### src/hdl/wdog_defines.svh
`ifndef WDOG_DEFINES_SVH
`define WDOG_DEFINES_SVH

// ----------------------------------------------------------------------
// Clock and time base
// ----------------------------------------------------------------------
// System clock period in ns (100 MHz)
`define WDOG_CLK_PERIOD_NS    10
// One internal time-base tick in ns (1 ms)
`define WDOG_TICK_PERIOD_NS   1000000
// Clock cycles per time-base tick, derived from the two figures above
`define WDOG_TICK_CYCLES      (`WDOG_TICK_PERIOD_NS / `WDOG_CLK_PERIOD_NS)

// ----------------------------------------------------------------------
// Watchdog timing, in time-base ticks
// ----------------------------------------------------------------------
// Longest timeout; also the reload value after every reset
`define WDOG_MAX_TIMEOUT_TICKS    200
// A programming pulse must be wider than this
`define WDOG_PROG_THRESHOLD_TICKS 10
// Length of the reset pulse sent to the host
`define WDOG_RESET_PULSE_TICKS    5
// Width of the tick counters
`define WDOG_CNT_WIDTH            16

`endif

### src/hdl/wdog_pkg.sv
// ----------------------------------------------------------------------
// Shared types
// ----------------------------------------------------------------------
package wdog_pkg;

  // Watchdog sequencer states, one-hot
  typedef enum logic [3:0] {
    ST_RESET = 4'b0001,  // Reset pulse to host is driven
    ST_WAIT  = 4'b0010,  // Waiting for refresh line to go low
    ST_COUNT = 4'b0100,  // Counting the watchdog interval
    ST_HIGH  = 4'b1000   // Refresh high, pulse width measured
  } wd_state_e;

endpackage : wdog_pkg

### src/hdl/wdog_core.sv
`timescale 1ns/100ps
`include "wdog_defines.svh"

// Summary of operation
// - Any reset restores maximum reload and counter
// - Count only after reset released, refresh low
// - Timeout issues reset pulse, reload back maximum
// - Valid refresh pulse reloads counter, restarts interval
// - Wide first pulse programs counter and reload
// - Program only above threshold, below maximum
// - Programming locked until the next reset
// - Refresh falling resumes counting toward new limit
// - Later short pulses reload with programmed value
// - Refresh held too long gives immediate reset
// - Inhibit high suppresses all watchdog resets

// ----------------------------------------------------------------------
// Watchdog core
// ----------------------------------------------------------------------
module wdog_core #(
  parameter int TICK_CYCLES   = `WDOG_TICK_CYCLES,          // Clocks per tick
  parameter int CNT_W         = `WDOG_CNT_WIDTH,            // Counter width
  parameter int MAX_TIMEOUT   = `WDOG_MAX_TIMEOUT_TICKS,    // Ticks
  parameter int PROG_THRESH   = `WDOG_PROG_THRESHOLD_TICKS, // Ticks
  parameter int RESET_PULSE   = `WDOG_RESET_PULSE_TICKS     // Ticks
) (
  input  wire logic             MCLK_IN,         // System clock, 100 MHz
  input  wire logic             RST_B_IN,        // Power-on/undervoltage reset
  input  wire logic             WD_REFRESH_IN,   // Refresh line from host
  input  wire logic             WD_INHIBIT_IN,   // Inhibit line, high = inhibit
  output logic                  RESET_B_OUT,     // Reset to host, active low
  output logic                  PROGRAMMED_OUT,  // Reload value was programmed
  output logic      [CNT_W-1:0] RELOAD_OUT       // Stored reload value, ticks
);

  // ----------------------------------------------------------------------
  // Constants at counter width
  // ----------------------------------------------------------------------
  // shared tick units
  localparam logic [CNT_W-1:0] MAX_C   = CNT_W'(MAX_TIMEOUT);
  localparam logic [CNT_W-1:0] THR_C   = CNT_W'(PROG_THRESH);
  localparam logic [CNT_W-1:0] PULSE_C = CNT_W'(RESET_PULSE);
  localparam logic [CNT_W-1:0] SAT_C   = '1;

  // ----------------------------------------------------------------------
  // Declarations
  // ----------------------------------------------------------------------
  wdog_pkg::wd_state_e state_q;      // Sequencer state
  wdog_pkg::wd_state_e state_d;
  logic [CNT_W-1:0]    count_q;      // Interval or reset-pulse count
  logic [CNT_W-1:0]    count_d;
  logic [CNT_W-1:0]    width_q;      // Measured refresh pulse width
  logic [CNT_W-1:0]    width_d;
  logic [CNT_W-1:0]    reload_q;     // Stored reload value
  logic [CNT_W-1:0]    reload_d;
  logic                prog_q;       // Reload programmed since reset
  logic                prog_d;
  logic                reset_b_q;    // Registered reset to host
  logic                reset_b_d;
  logic                refresh_d_q;  // Refresh one cycle late, for edges
  logic [1:0]          pins_s;       // Synchronised pins
  logic                refresh_s;    // Synchronised refresh
  logic                inhibit_s;    // Synchronised inhibit
  logic                rise;         // Refresh rising edge
  logic                fall;         // Refresh falling edge
  logic                tick;         // Time-base tick
  logic                restart;      // Realign tick phase

  // ----------------------------------------------------------------------
  // Pin synchronisers and time base
  // ----------------------------------------------------------------------
  // Both pins come from the host's domain, so they pass two flops
  wdog_sync2 #(
    .WIDTH    (2)
  ) u_sync (
    .clk_in   (MCLK_IN),
    .rst_b_in (RST_B_IN),
    .async_in ({WD_INHIBIT_IN, WD_REFRESH_IN}),
    .sync_out (pins_s)
  );

  assign refresh_s = pins_s[0];
  assign inhibit_s = pins_s[1];
  assign rise      = refresh_s & ~refresh_d_q;
  assign fall      = ~refresh_s & refresh_d_q;

  // Restarting the tick phase on every edge keeps width and interval
  // measurements free of up to one tick of phase error
  assign restart   = rise | fall;

  wdog_tick_gen #(
    .CYCLES     (TICK_CYCLES)
  ) u_tick (
    .clk_in     (MCLK_IN),
    .rst_b_in   (RST_B_IN),
    .restart_in (restart),
    .tick_out   (tick)
  );

  // ----------------------------------------------------------------------
  // Sequencer next state
  // ----------------------------------------------------------------------
  // Count runs up from zero to the reload value; loading the timer means
  // clearing the count, so the stored reload value is the limit
  always_comb begin
    state_d  = state_q;
    count_d  = count_q;
    width_d  = width_q;
    reload_d = reload_q;
    prog_d   = prog_q;
    case (state_q)
      wdog_pkg::ST_RESET: begin
        reload_d = MAX_C;
        prog_d   = 1'b0;
        width_d  = '0;
        if (count_q >= PULSE_C) begin
          // Pulse done; interval count starts from zero
          state_d = wdog_pkg::ST_WAIT;
          count_d = '0;
        end else if (tick) begin
          count_d = count_q + CNT_W'(1);
        end
      end
      wdog_pkg::ST_WAIT: begin
        if (!refresh_s) begin
          state_d = wdog_pkg::ST_COUNT;
        end
      end
      wdog_pkg::ST_COUNT: begin
        if (count_q >= reload_q) begin
          if (!inhibit_s) begin
            // timeout resets host
            // Reload goes back on entry, so it never lags the reset pin
            state_d  = wdog_pkg::ST_RESET;
            reload_d = MAX_C;
            prog_d   = 1'b0;
          end
          count_d = '0;
        end else if (rise) begin
          state_d = wdog_pkg::ST_HIGH;
          count_d = '0;
          width_d = '0;
        end else if (tick) begin
          count_d = count_q + CNT_W'(1);
        end
      end
      wdog_pkg::ST_HIGH: begin
        if (width_q > reload_q && !inhibit_s) begin
          state_d  = wdog_pkg::ST_RESET;
          count_d  = '0;
          reload_d = MAX_C;
          prog_d   = 1'b0;
        end else if (fall) begin
          state_d = wdog_pkg::ST_COUNT;
          count_d = '0;
          if (!prog_q && width_q > THR_C && width_q < MAX_C) begin
            reload_d = width_q;
            prog_d   = 1'b1;
          end
        end else if (tick && width_q != SAT_C) begin
          // Saturate so an inhibited stuck line never wraps
          width_d = width_q + CNT_W'(1);
        end
      end
      default: begin
        state_d = wdog_pkg::ST_RESET;
        count_d = '0;
      end
    endcase
    reset_b_d = (state_d != wdog_pkg::ST_RESET);
  end

  // ----------------------------------------------------------------------
  // Sequencer registers
  // ----------------------------------------------------------------------
  // power-on sets maximum
  always_ff @(posedge MCLK_IN or negedge RST_B_IN) begin
    if (!RST_B_IN) begin
      state_q     <= wdog_pkg::ST_RESET;
      count_q     <= '0;
      width_q     <= '0;
      reload_q    <= CNT_W'(MAX_TIMEOUT);
      prog_q      <= 1'b0;
      reset_b_q   <= 1'b0;
      refresh_d_q <= 1'b0;
    end else begin
      state_q     <= state_d;
      count_q     <= count_d;
      width_q     <= width_d;
      reload_q    <= reload_d;
      prog_q      <= prog_d;
      reset_b_q   <= reset_b_d;
      refresh_d_q <= refresh_s;
    end
  end

  assign RESET_B_OUT    = reset_b_q;
  assign PROGRAMMED_OUT = prog_q;
  assign RELOAD_OUT     = reload_q;
endmodule : wdog_core

### src/hdl/wdog_sync2.sv
`timescale 1ns/100ps

// ----------------------------------------------------------------------
// Two-stage synchroniser for asynchronous pin inputs
// ----------------------------------------------------------------------
module wdog_sync2 #(
  parameter int WIDTH = 1                  // Number of bits synchronised
) (
  input  wire logic             clk_in,    // System clock
  input  wire logic             rst_b_in,  // Asynchronous reset, active low
  input  wire logic [WIDTH-1:0] async_in,  // Asynchronous inputs
  output logic      [WIDTH-1:0] sync_out   // Synchronised outputs
);

  logic [WIDTH-1:0] meta_q;  // First stage, read by the second only
  logic [WIDTH-1:0] sync_q;  // Second stage, safe to use

  // Both stages clear to zero so inputs read inactive during reset
  always_ff @(posedge clk_in or negedge rst_b_in) begin
    if (!rst_b_in) begin
      meta_q <= '0;
      sync_q <= '0;
    end else begin
      meta_q <= async_in;
      sync_q <= meta_q;
    end
  end

  assign sync_out = sync_q;

endmodule : wdog_sync2

### src/hdl/wdog_tick_gen.sv
`timescale 1ns/100ps

// ----------------------------------------------------------------------
// Time-base tick generator: one-cycle pulse every CYCLES clocks
// ----------------------------------------------------------------------
module wdog_tick_gen #(
  parameter int CYCLES = 100000            // Clocks per tick
) (
  input  wire logic clk_in,                // System clock
  input  wire logic rst_b_in,              // Asynchronous reset, active low
  input  wire logic restart_in,            // Restart the tick phase
  output logic      tick_out               // One-cycle tick pulse
);

  localparam int CW = $clog2(CYCLES + 1);
  localparam logic [CW-1:0] LAST = CW'(CYCLES - 1);

  logic [CW-1:0] div_q;   // Divider count
  logic [CW-1:0] div_d;
  logic          tick_q;  // Registered tick
  logic          tick_d;

  // Next divider value; restart aligns ticks to the start of an interval
  always_comb begin
    div_d  = div_q + CW'(1);
    tick_d = 1'b0;
    if (restart_in) begin
      div_d = '0;
    end else if (div_q >= LAST) begin
      div_d  = '0;
      tick_d = 1'b1;
    end
  end

  // Register the divider
  always_ff @(posedge clk_in or negedge rst_b_in) begin
    if (!rst_b_in) begin
      div_q  <= '0;
      tick_q <= 1'b0;
    end else begin
      div_q  <= div_d;
      tick_q <= tick_d;
    end
  end

  assign tick_out = tick_q;

endmodule : wdog_tick_gen

### config.mk
export PLATFORM = sky130hd
export DESIGN_NAME = wdog_core
export DESIGN_NICKNAME = d
export VERILOG_FILES = /design/src/hdl/wdog_pkg.sv /design/src/hdl/wdog_core.sv /design/src/hdl/wdog_sync2.sv /design/src/hdl/wdog_tick_gen.sv
export VERILOG_INCLUDE_DIRS = /design/src /design/src/hdl
export SDC_FILE = /design/constraint.sdc
export NUM_CORES = 1
export LEC_CHECK = 0
export ABC_AREA = 1
export BUFFER_PORTS_ARGS = -buffer_cell sky130_fd_sc_hd__buf_2
export CELL_PAD_IN_SITES_DETAIL_PLACEMENT = 0
export CELL_PAD_IN_SITES_GLOBAL_PLACEMENT = 2
export CORE_ASPECT_RATIO = 0.8
export CORE_MARGIN = 4
export CORE_UTILIZATION = 30
export CTS_CLUSTER_SIZE = 25
export DETAILED_ROUTE_END_ITERATION = 12
export PLACE_DENSITY_LB_ADDON = 0.1
export SYNTH_ARGS = -nofsm -noshare
export SYNTH_HDL_FRONTEND = slang
export SYNTH_SLANG_ARGS = --single-unit
### constraint.sdc
create_clock -name MCLK_IN -period 2.7 [get_ports MCLK_IN]
set_input_delay 0.405 -clock MCLK_IN [delete_from_list [all_inputs] [get_ports MCLK_IN]]
set_output_delay 0.405 -clock MCLK_IN [all_outputs]
set_load 0.05 [all_outputs]
* After elaboration in Yosys (flattened, before gate mapping) *
Cells that the tools add are included.

operators by class
  add/subtract/negate cells = 3
  $lt $le $gt $ge = 6
  equality and inequality tests = 15
  multiplexer cells = 37
  bitwise gates (word level) = 6
  reductions and logical operators = 10

operator list
  cell                                                   number
  2-to-1 mux 16 bit                                      16
  case mux 16 bit (3 select lines)                       2
  case mux 16 bit (4 select lines)                       1
  2-to-1 mux 17 bit                                      2
  adder 16 x 1 -> 16 bit (second input constant)         2
  2-to-1 mux 4 bit                                       7
  adder 17 x 1 -> 17 bit (second input constant)         1
  >= comparator 17 bit (second input constant)           1
  >= comparator 16 bit                                   1
  >= comparator 16 x 3 -> 1 bit (second input constant)  1
  > comparator 16 bit                                    1
  > comparator 16 x 4 -> 1 bit (second input constant)   1
  < comparator 16 x 8 -> 1 bit (second input constant)   1
  != test 16 bit (second input constant)                 1
  case mux 4 bit (4 select lines)                        1
  != test 2 bit (second input constant)                  7
  2-to-1 mux 1 bit                                       7
  != test 3 bit (second input constant)                  2
  AND reduction 6 bit                                    1
  AND reduction 5 bit                                    1
  equality test 4 x 1 -> 1 bit (second input constant)   1
  equality test 4 x 2 -> 1 bit (second input constant)   1
  equality test 4 x 3 -> 1 bit (second input constant)   1
  equality test 4 bit (second input constant)            1
  9 further kinds                                        16

storage, ports and cells
  register bits = 77
  input port bits = 4
  output and inout port bits = 18
  logic and storage cells = 88

* Logic depth before layout (Yosys ltp) *
Gate-level depths: netlist of run 1.

  depth in word-level cells = 7
  mapped depth = 18
  gate-level depth less buffers = 17

* Cells and area by module *
Synthesis of run 1 repeated with hierarchy kept, for this count alone.

unflattened totals
  cells, all modules = 740
  area, all modules = 5495.3 um^2

modules (own cells, without submodules)
  module         times used  cells an instance  area each (um^2)  seq. area each (um^2)
  wdog_core      1           598                4311.6            1381.3
  wdog_tick_gen  1           138                1083.5            450.4
  wdog_sync2     1           4                  100.1             100.1

* Worst setup path after synthesis of run 1 *
Ideal clock, no wire load.

  path type = reg-to-reg
  from = register reload_q[7] (netlist: RELOAD_OUT[7])
  to = register count_q[14]
  library setup time = 0.119 ns
  data arrival time = 2.172 ns
  data required time = 2.581 ns
  slack = 0.409 ns
  cell stages (with the launch flop) = 16
  path buffers = 2
  period minus slack after synthesis = 2.291 ns
  cell sequence = dfstp_2 -> inv_1 -> ha_1 -> nand2_1 -> nor2_1 -> nand2_1 -> nand2_1 -> nand2_1 -> nand2_1 -> nand2_1 -> buf_4 -> nand3b_1 -> nand2_2 -> buf_4 -> nand2_1 -> nand2_1

between the ends
  cells in the longest elaborated chain, start to end = 4
  elaborated cells between the ends (all ways) = 8
  classes of those cells = 2 x order compare; 1 x eq/ne; 3 x mux; 2 x reduce/logical

ends and longest elaborated chain
  what                                                                            line              RTL
  start, declared                                                                 wdog_core.sv:54   logic [CNT_W-1:0] reload_q;
  start signal, assigned                                                          wdog_core.sv:182  reload_q <= CNT_W'(MAX_TIMEOUT);
  start signal, assigned                                                          wdog_core.sv:190  reload_q <= reload_d;
  > comparator 16 bit                                                             wdog_core.sv:148  if (width_q > reload_q && !inhibit_s) begin
  logical AND 1 bit                                                               wdog_core.sv:148
  2-to-1 mux 16 bit / != test 3 bit (equally long branches)                       -
  case mux 16 bit (4 select lines) / AND reduction 2 bit (equally long branches)  -
  end signal, assigned                                                            wdog_core.sv:188  count_q <= count_d;
  end, declared                                                                   wdog_core.sv:50   logic [CNT_W-1:0] count_q;

Several ways; a longest one is shown, not always the timed one.
A chain may end at the register's enable or synchronous reset.

* Worst setup path in the final report of run 1 *
  from = register reload_q[3] (netlist: RELOAD_OUT[3])
  to = register reload_q[15] (netlist: RELOAD_OUT[15])

between the ends
  cells in the longest elaborated chain, start to end = 4
  elaborated cells between the ends (all ways) = 9
  classes of those cells = 2 x order compare; 3 x eq/ne; 2 x mux; 2 x reduce/logical

ends and longest elaborated chain
  what                                                                                             line
  > comparator 16 bit                                                                              wdog_core.sv:148
  logical AND 1 bit                                                                                wdog_core.sv:148
  != test 3 bit (no source line) / 2-to-1 mux 16 bit (equally long branches)                       -
  AND reduction 5 bit (no source line) / case mux 16 bit (3 select lines) (equally long branches)  -

Several ways; a longest one is shown, not always the timed one.

==> impl_metrics.py, run 1 <==
metrics = {
    "timing": {
        "grt_setup_unrepaired": "false",
        "finalCritPeriodShare_pct": 86.5,
        "period_needed_ns": 2.34,
        "finalSetupViolCount": 0,
        "finalHoldViolCount": 0,
        "finalClockSkew_ns": 0.00852,
        "fin_setup_tns_ns": 0,
        "slew_viol_final": 0,
        "max_slew.worst_pin.slew_ns": 0.621,
        "maxSlewHeadroom_pct": 58.5,
        "fmax_mhz": 428,
    },
    "placed_design": {
        "dp_cells": 961,
        "dpl.hpwl_um": 11400,
        "gp_congestion": 0.841,
        "io_buffers": 21,
    },
    "logic_synthesis": {
        "synth-edff-count": 0,
        "synth_area_um2": 5210,
        "yosys_warnings": 0,
        "synth_largest_area_cell": "dfrtp_1",
        "ys_async_sr_fraction_pct": 100,
        "synthCells": 711,
        "ys.flop_type": "dfrtp_1",
        "synth-seq-area-share_pct": 37.1,
        "synth_area_leaders": "dfrtp_1 35%, nand2_1 13%, ha_1 9.6%, nor2_1 7.4%, nand3_1 6.2%",
        "synth-seq-cells": 77,
        "synth_nets": 755,
        "ys_types": 37,
        "netlist.area_leader.share_pct": 35.0,
        "syn_avg_cell_area_um2": 7.33,
    },
    "die": {
        "die_h_um": 126,
        "top_level_ports": 22,
        "initial_core_util_pct": 31.0,
        "core_um2": 16800,
        "rows": 42,
        "die_x_um": 155,
        "dieArea_um2": 19600,
    },
    "clock_tree": {
        "cts-root-buf": "clkbuf_16",
        "cts_inserted_buffers": 9,
        "cts_tree": "built",
        "cts.sinks": 77,
        "clk_pin_slew_worst_paths_ns": 0.07,
        "post_cts.repair.setup_buffers": 0,
        "cts_hold_buf": 0,
        "htree_levels": 3,
        "clock_latency_ns": 0.34,
        "clock_path_buffers": 2,
    },
    "critical_path": {
        "worstSetupStartpointType": "flop",
        "critPathSlowestCell": "dfstp_2",
        "required_ns": 2.97,
        "path_cells": "inv_1 > ha_1 > nand2_1 > nor2_1 > nand2_1 > nand2_1 > nor2_1 > nand2_1 > nand2_1 > nand2_2 > nand2_1 > nand3_2 > nand2_4 > inv_2 > nor2_1",
        "reg2reg_from": "RELOAD_OUT[3]$_DFFE_PN1P_",
        "crit_start": "RELOAD_OUT[3]$_DFFE_PN1P_",
        "max_stage_delay_ns": 0.54,
        "cp_max_fo": 10,
        "arrival_ns": 2.61,
        "crit_path_end_kind": "flop",
        "crit_type": "flop to flop",
        "cp_common_cell": "nand2_1",
    },
    "power_and_ir_drop": {
        "powerDensity_nw_per_um2": 417,
        "power_mw": 2.51,
        "irDropWorstVdd_mv": 0.308,
        "leakagePower_nw": 2.85,
    },
    "layout": {
        "layout-drive-gt1-share_pct": 11.4,
        "seqCellArea_um2": 1930,
        "fillers": 1797,
        "final_common_cell": "nand2_1",
        "mostFrequentLayoutCells": "175 x nand2_1, 103 x nor2_1, 73 x dfrtp_1",
        "multi_input_area_um2": 2920,
        "n_antenna_cell": 0,
        "nNetsFinal": 796,
        "fin_cells": 977,
        "syn_to_final_growth_pct": 15.5,
    },
    "detailed_routing": {
        "drc": 0,
        "drtIter0Drc": 247,
        "wl_um": 14900,
        "vias_per_cell": 4.80,
        "vias": 4685,
        "ant_nets": 0,
        "post_drt_wl_per_cell_um": 15.3,
        "first_pass_iters": 5,
    },
    "grt": {
        "antenna_found_initial": 0,
        "track_usage_pct": 16.0,
        "grt_max_degree": 41,
        "grt-ovfl-total": 0,
        "grt_pass1_vias": 4495,
        "grt_pass1_wl_um": 24800,
    },
    "hold_path": {
        "hold_class": "primary input to asynchronous set/reset pin",
    },
    "status": {
        "status": "finished clean",
    },
    "run": {
        "cap_violations": 0,
    },
}
==> metal layers <==
| layer | vias to the layer above | share of wire [%] | track usage (%) |
|---|---|---|---|
| li1 | 2413 | - | - |
| met1 | 2195 | 56 | 25.9 |
| met2 | 69 | 39 | 21.6 |
| met3 | 8 | 3.4 | 3.22 |
| met4 | 0 | 0.98 | 3.55 |
| met5 | - | 0 | 0 |
==> final timing paths <==
path | slack, ns | cells after the start | to
hold reg to reg | 0.35 | 0 | u_sync.sync_out[0]$_DFF_PN0_
max in group asynchronous | 2.01 | 2 | RELOAD_OUT[6]$_DFFE_PN1P_
setup / recovery | 0.36 | 15 | RELOAD_OUT[15]$_DFFE_PN0P_
hold / removal | 0.03 | 1 | width_q[9]$_DFFE_PN0P_
setup reg to reg | 0.36 | 15 | RELOAD_OUT[15]$_DFFE_PN0P_
min in group MCLK_IN | 0.16 | 1 | u_sync.meta_q[1]$_DFF_PN0_
==> where the power goes <==
group	total, mW	switching [mW]	leakage, nW	internal, mW
registers	1.18	0.0107	1.05	1.16
clock network	1.27	0.538	0.153	0.730
logic	0.0690	0.0508	1.65	0.0182
==> worst max-delay path, delay by kind of cell, from the launching register on <==
family        cells  cell delay [ns]
fa+ha+maj         1             0.31
buf+inv           2             0.18
flops             1             0.54
simple gates     12             1.21
==> cell families after synthesis <==
logic type	share of synthesized area [%]
simple gates	35.5
buf+inv	6.94
flops	37.1
compound gates	6.41
fa+ha+maj	9.60
xor+xnor	4.54
==> metrics by stage <==
| stage | setup WS [ns] | utilization, % | hold WS (ns) | instance area (um2) |
|---|---|---|---|---|
| floorplan | 0.409 | - | 0.109 | 5210 |
| global placement | 0.334 | 34.0 | 0.335 | 5710 |
| detailed placement | 0.303 | 34.0 | 0.337 | 5710 |
| CTS | 0.287 | 35.8 | 0.0565 | 6010 |
| global route | 0.0826 | 35.8 | 0.0785 | 6020 |
| finish | 0.364 | 35.8 | 0.0319 | 6020 |
==> flip-flops by register name, indices dropped and copies added, names as in the netlist <==
| register | cells |
|---|---|
| u_tick.tick_out | 1 |
| PROGRAMMED_OUT | 1 |
| RESET_B_OUT | 1 |
| refresh_d_q | 1 |
| u_sync.meta_q | 2 |
| width_q | 16 |
| count_q | 16 |
| state_q | 4 |
| u_tick.div_q | 17 |
| u_sync.sync_out | 2 |
| RELOAD_OUT | 16 |
==> repair_timing <==
| item | CTS | global route |
|---|---|---|
| hold endpoints to repair | 0 | 0 |
| resized for setup | 0 | 1 |
| setup endpoints to repair | 0 | 2 |
==> cell type report <==
class / instances / share of cell area, %
well taps: 220 / 4.57
multi-input cells: 543 / 48.6
flip-flops and latches: 77 / 32.1
inverters: 76 / 4.74
clock buffers: 9 / 3.74
clock inverters: 7 / 1.29
repair buffers: 45 / 4.99
==> synthesized netlist by cell type, types with 3 or more instances <==
master / number
nand4_1: 26
nand3_2: 3
nor3b_1: 6
xor2_1: 21
dfrtp_1: 73
inv_1: 70
nand3_1: 65
nand2_2: 4
nor2_1: 103
nand2_1: 175
o21ai_1: 4
buf_2: 4
o21ai_0: 15
a21oi_1: 29
xnor2_1: 6
nor4_1: 8
nand3b_1: 3
nor2_2: 3
inv_2: 6
dfstp_2: 4
a31oi_1: 4
clkbuf_1: 8
ha_1: 40
nor3_1: 15
(Power assumes the default switching activity.)
==> inputs of run 2 (changes only) <==
Settings changed: BUFFER_PORTS_ARGS -buffer_cell sky130_fd_sc_hd__buf_2 to default, DONT_BUFFER_PORTS from default to 1, PLACE_DENSITY from default to 0.62, PLACE_DENSITY_LB_ADDON 0.1 to default.
Clock period 2.7 ns to 2.98 ns, I/O delays scaled along.
==> run 2 against run 1 <==
  * The run now ends with hold timing left
  * Flip-flop and latch count unchanged
  * Wire length rose by 2.4%
  * Via count down 0.77%
  * Worst hold slack worse by 0.039 ns
  * Critical path depth did not move
  * Count of clock-buffer cells in the layout is the same
  * Global-route usage increased by 0.067 points
  * Non-clock buffer count is 22 lower
  * Setup slack gained 0.10 ns
  * Critical endpoint is now RELOAD_OUT[13]$_DFFE_PN0P_
  * Largest cell class unchanged
==> impl_metrics.py, run 2 (synthesized netlist as in run 1, its figures left out) <==
metrics = {
    "placed_design": {
        "gp_congestion": 0.776,
        "dp_cells": 938,
        "io_buffers": 0,
        "dpl.hpwl_um": 11000,
    },
    "grt": {
        "antenna_found_initial": 0,
        "grt-ovfl-total": 0,
        "grt_pass1_wl_um": 25000,
        "track_usage_pct": 16.1,
        "grt_pass1_vias": 4488,
        "grt_max_degree": 78,
    },
    "critical_path": {
        "reg2reg_from": "RELOAD_OUT[2]$_DFFE_PN0P_",
        "path_cells": "inv_1 > ha_1 > nand2_1 > nor2_1 > nand2_1 > nand2_1 > nor2_1 > nand2_1 > nand2_1 > nand2_2 > nand2_1 > nand3_2 > nand2_2 > inv_2 > nor2_1",
        "critPathSlowestCell": "dfrtp_2",
        "crit_end": "RELOAD_OUT[13]$_DFFE_PN0P_",
        "cp.depth": 15,
        "cp_max_fo": 10,
        "required_ns": 3.26,
        "arrival_ns": 2.79,
        "cp_num_buf_inv": 2,
        "crit_path_end_kind": "flop",
        "crit_type": "flop to flop",
        "cp_common_cell": "nand2_1",
        "worstSetupStartpointType": "flop",
        "cp_top_family": "simple AND/OR/NAND/NOR gates",
        "max_stage_delay_ns": 0.54,
        "r2r_end": "RELOAD_OUT[13]$_DFFE_PN0P_",
        "ff2ff_setup_slack_ns": 0.47,
        "reg2reg_depth": 15,
        "crit_start": "RELOAD_OUT[2]$_DFFE_PN0P_",
    },
    "clock_tree": {
        "post_cts.repair.setup_buffers": 0,
        "cts_tree": "built",
        "clk_pin_slew_worst_paths_ns": 0.07,
        "cts.sinks": 77,
        "htree_levels": 3,
        "cts_inserted_buffers": 9,
        "clock_latency_ns": 0.35,
        "clock_path_buffers": 2,
        "cts-root-buf": "clkbuf_16",
    },
    "detailed_routing": {
        "drc": 0,
        "vias": 4649,
        "vias_per_cell": 4.87,
        "wl_um": 15300,
        "post_drt_wl_per_cell_um": 16.0,
        "ant_nets": 0,
        "drtIter0Drc": 285,
        "first_pass_iters": 4,
    },
    "power_and_ir_drop": {
        "powerDensity_nw_per_um2": 387,
        "leakagePower_nw": 2.74,
        "power_mw": 2.29,
        "irDropWorstVdd_mv": 0.304,
    },
    "timing": {
        "finalCritPeriodShare_pct": 84.3,
        "fin_setup_tns_ns": 0,
        "finalSetupViolCount": 0,
        "maxSlewHeadroom_pct": 51.0,
        "finalHoldViolCount": 2,
        "hold_ws_ns": -0.00690,
        "max_slew.worst_pin.slew_ns": 0.733,
        "grt_setup_unrepaired": "false",
        "slew_viol_final": 0,
        "fmax_mhz": 398,
        "finalClockSkew_ns": 0.0109,
        "period_needed_ns": 2.51,
    },
    "die": {
        "die_x_um": 155,
        "dieArea_um2": 19600,
        "rows": 42,
        "die_h_um": 126,
        "core_um2": 16800,
        "top_level_ports": 22,
        "initial_core_util_pct": 31.0,
    },
    "layout": {
        "syn_to_final_growth_pct": 13.4,
        "fin_util_pct": 35.2,
        "largest_register": "u_tick.div_q",
        "final_common_cell": "nand2_1",
        "mostFrequentLayoutCells": "175 x nand2_1, 103 x nor2_1, 71 x dfrtp_1",
        "nNetsFinal": 774,
        "n_antenna_cell": 0,
        "layout-drive-gt1-share_pct": 8.98,
        "fillers": 1807,
        "largest_register_ff_count": 17,
        "fin_cells": 955,
    },
    "status": {
        "violations": "hold timing",
        "status": "complete, but fails checks",
    },
    "hold_path": {
        "hold_class": "primary input to asynchronous set/reset pin",
    },
    "run": {
        "cap_violations": 0,
    },
}
-- run 2: cell types whose count changed in the layout (fill, tap and decap cells not counted), moves of 2 or more --
cell	delta
buf_2	-20
buf_4	-2
clkinv_2	-2
clkinv_4	+2
dfrtp_1	-2
dfrtp_2	+2
-- run 2: what timing repair did --
| action | 4_1_cts | 5_1_grt |
|---|---|---|
| hold buffers | 1 | 0 |
| resized for setup | 0 | 2 |
| hold endpoints to repair | 77 | 0 |
| setup endpoints to repair | 0 | 4 |
-- run 2: layout make-up --
class                   instances  area (um2)  area share, %
repair buffers                 23         193           3.26
inverters                      76         285           4.82
clock buffers                   9         225           3.81
clock inverters                 7        81.3           1.38
flip-flops and latches         77        1930           32.7
multi-input cells             543        2920           49.4
well taps                     220         275           4.66
-- run 2: worst min-delay path by stage --
stage	endpoint	cells after the start	slack, ns
4_1_cts	width_q[11]$_DFFE_PN0P_	1	0.006
3_5_place_dp	RELOAD_OUT[8]$_DFFE_PN0P_	0	0.15
5_1_grt	width_q[10]$_DFFE_PN0P_	1	0.01
6_report	RELOAD_OUT[11]$_DFFE_PN0P_	1	-0.007
2_1_floorplan	PROGRAMMED_OUT$_DFFE_PN0P_	0	0.15
3_3_place_gp	RELOAD_OUT[8]$_DFFE_PN0P_	0	0.15
-- run 2: metrics by stage --
| stage | setup WS, ns | instance area (um2) |
|---|---|---|
| 6_report | 0.467 | 5910 |
| 5_1_grt | 0.200 | 5910 |
| 4_1_cts | 0.279 | 5910 |
| 3_5_place_dp | 0.315 | 5580 |
| 3_3_place_gp | 0.333 | 5580 |
| 2_1_floorplan | 0.689 | 5210 |
-- run 2: layer usage --
layer / vias to the layer above / GRT usage, % / wire [um]
met5: - / 0 / 0
met4: 0 / 3.55 / 76
met3: 5 / 3.50 / 487
met2: 64 / 22.5 / 6240
met1: 2199 / 25.1 / 8480
li1: 2381 / - / -
-- run 2: where the power goes --
part / total (mW) / switching, mW / leakage (nW) / internal [mW]
combinational: 0.0603 / 0.0459 / 1.54 / 0.0144
clock: 1.17 / 0.505 / 0.147 / 0.661
sequential: 1.06 / 0.00894 / 1.04 / 1.06
total: 2.29 / 0.560 / 2.74 / 1.73
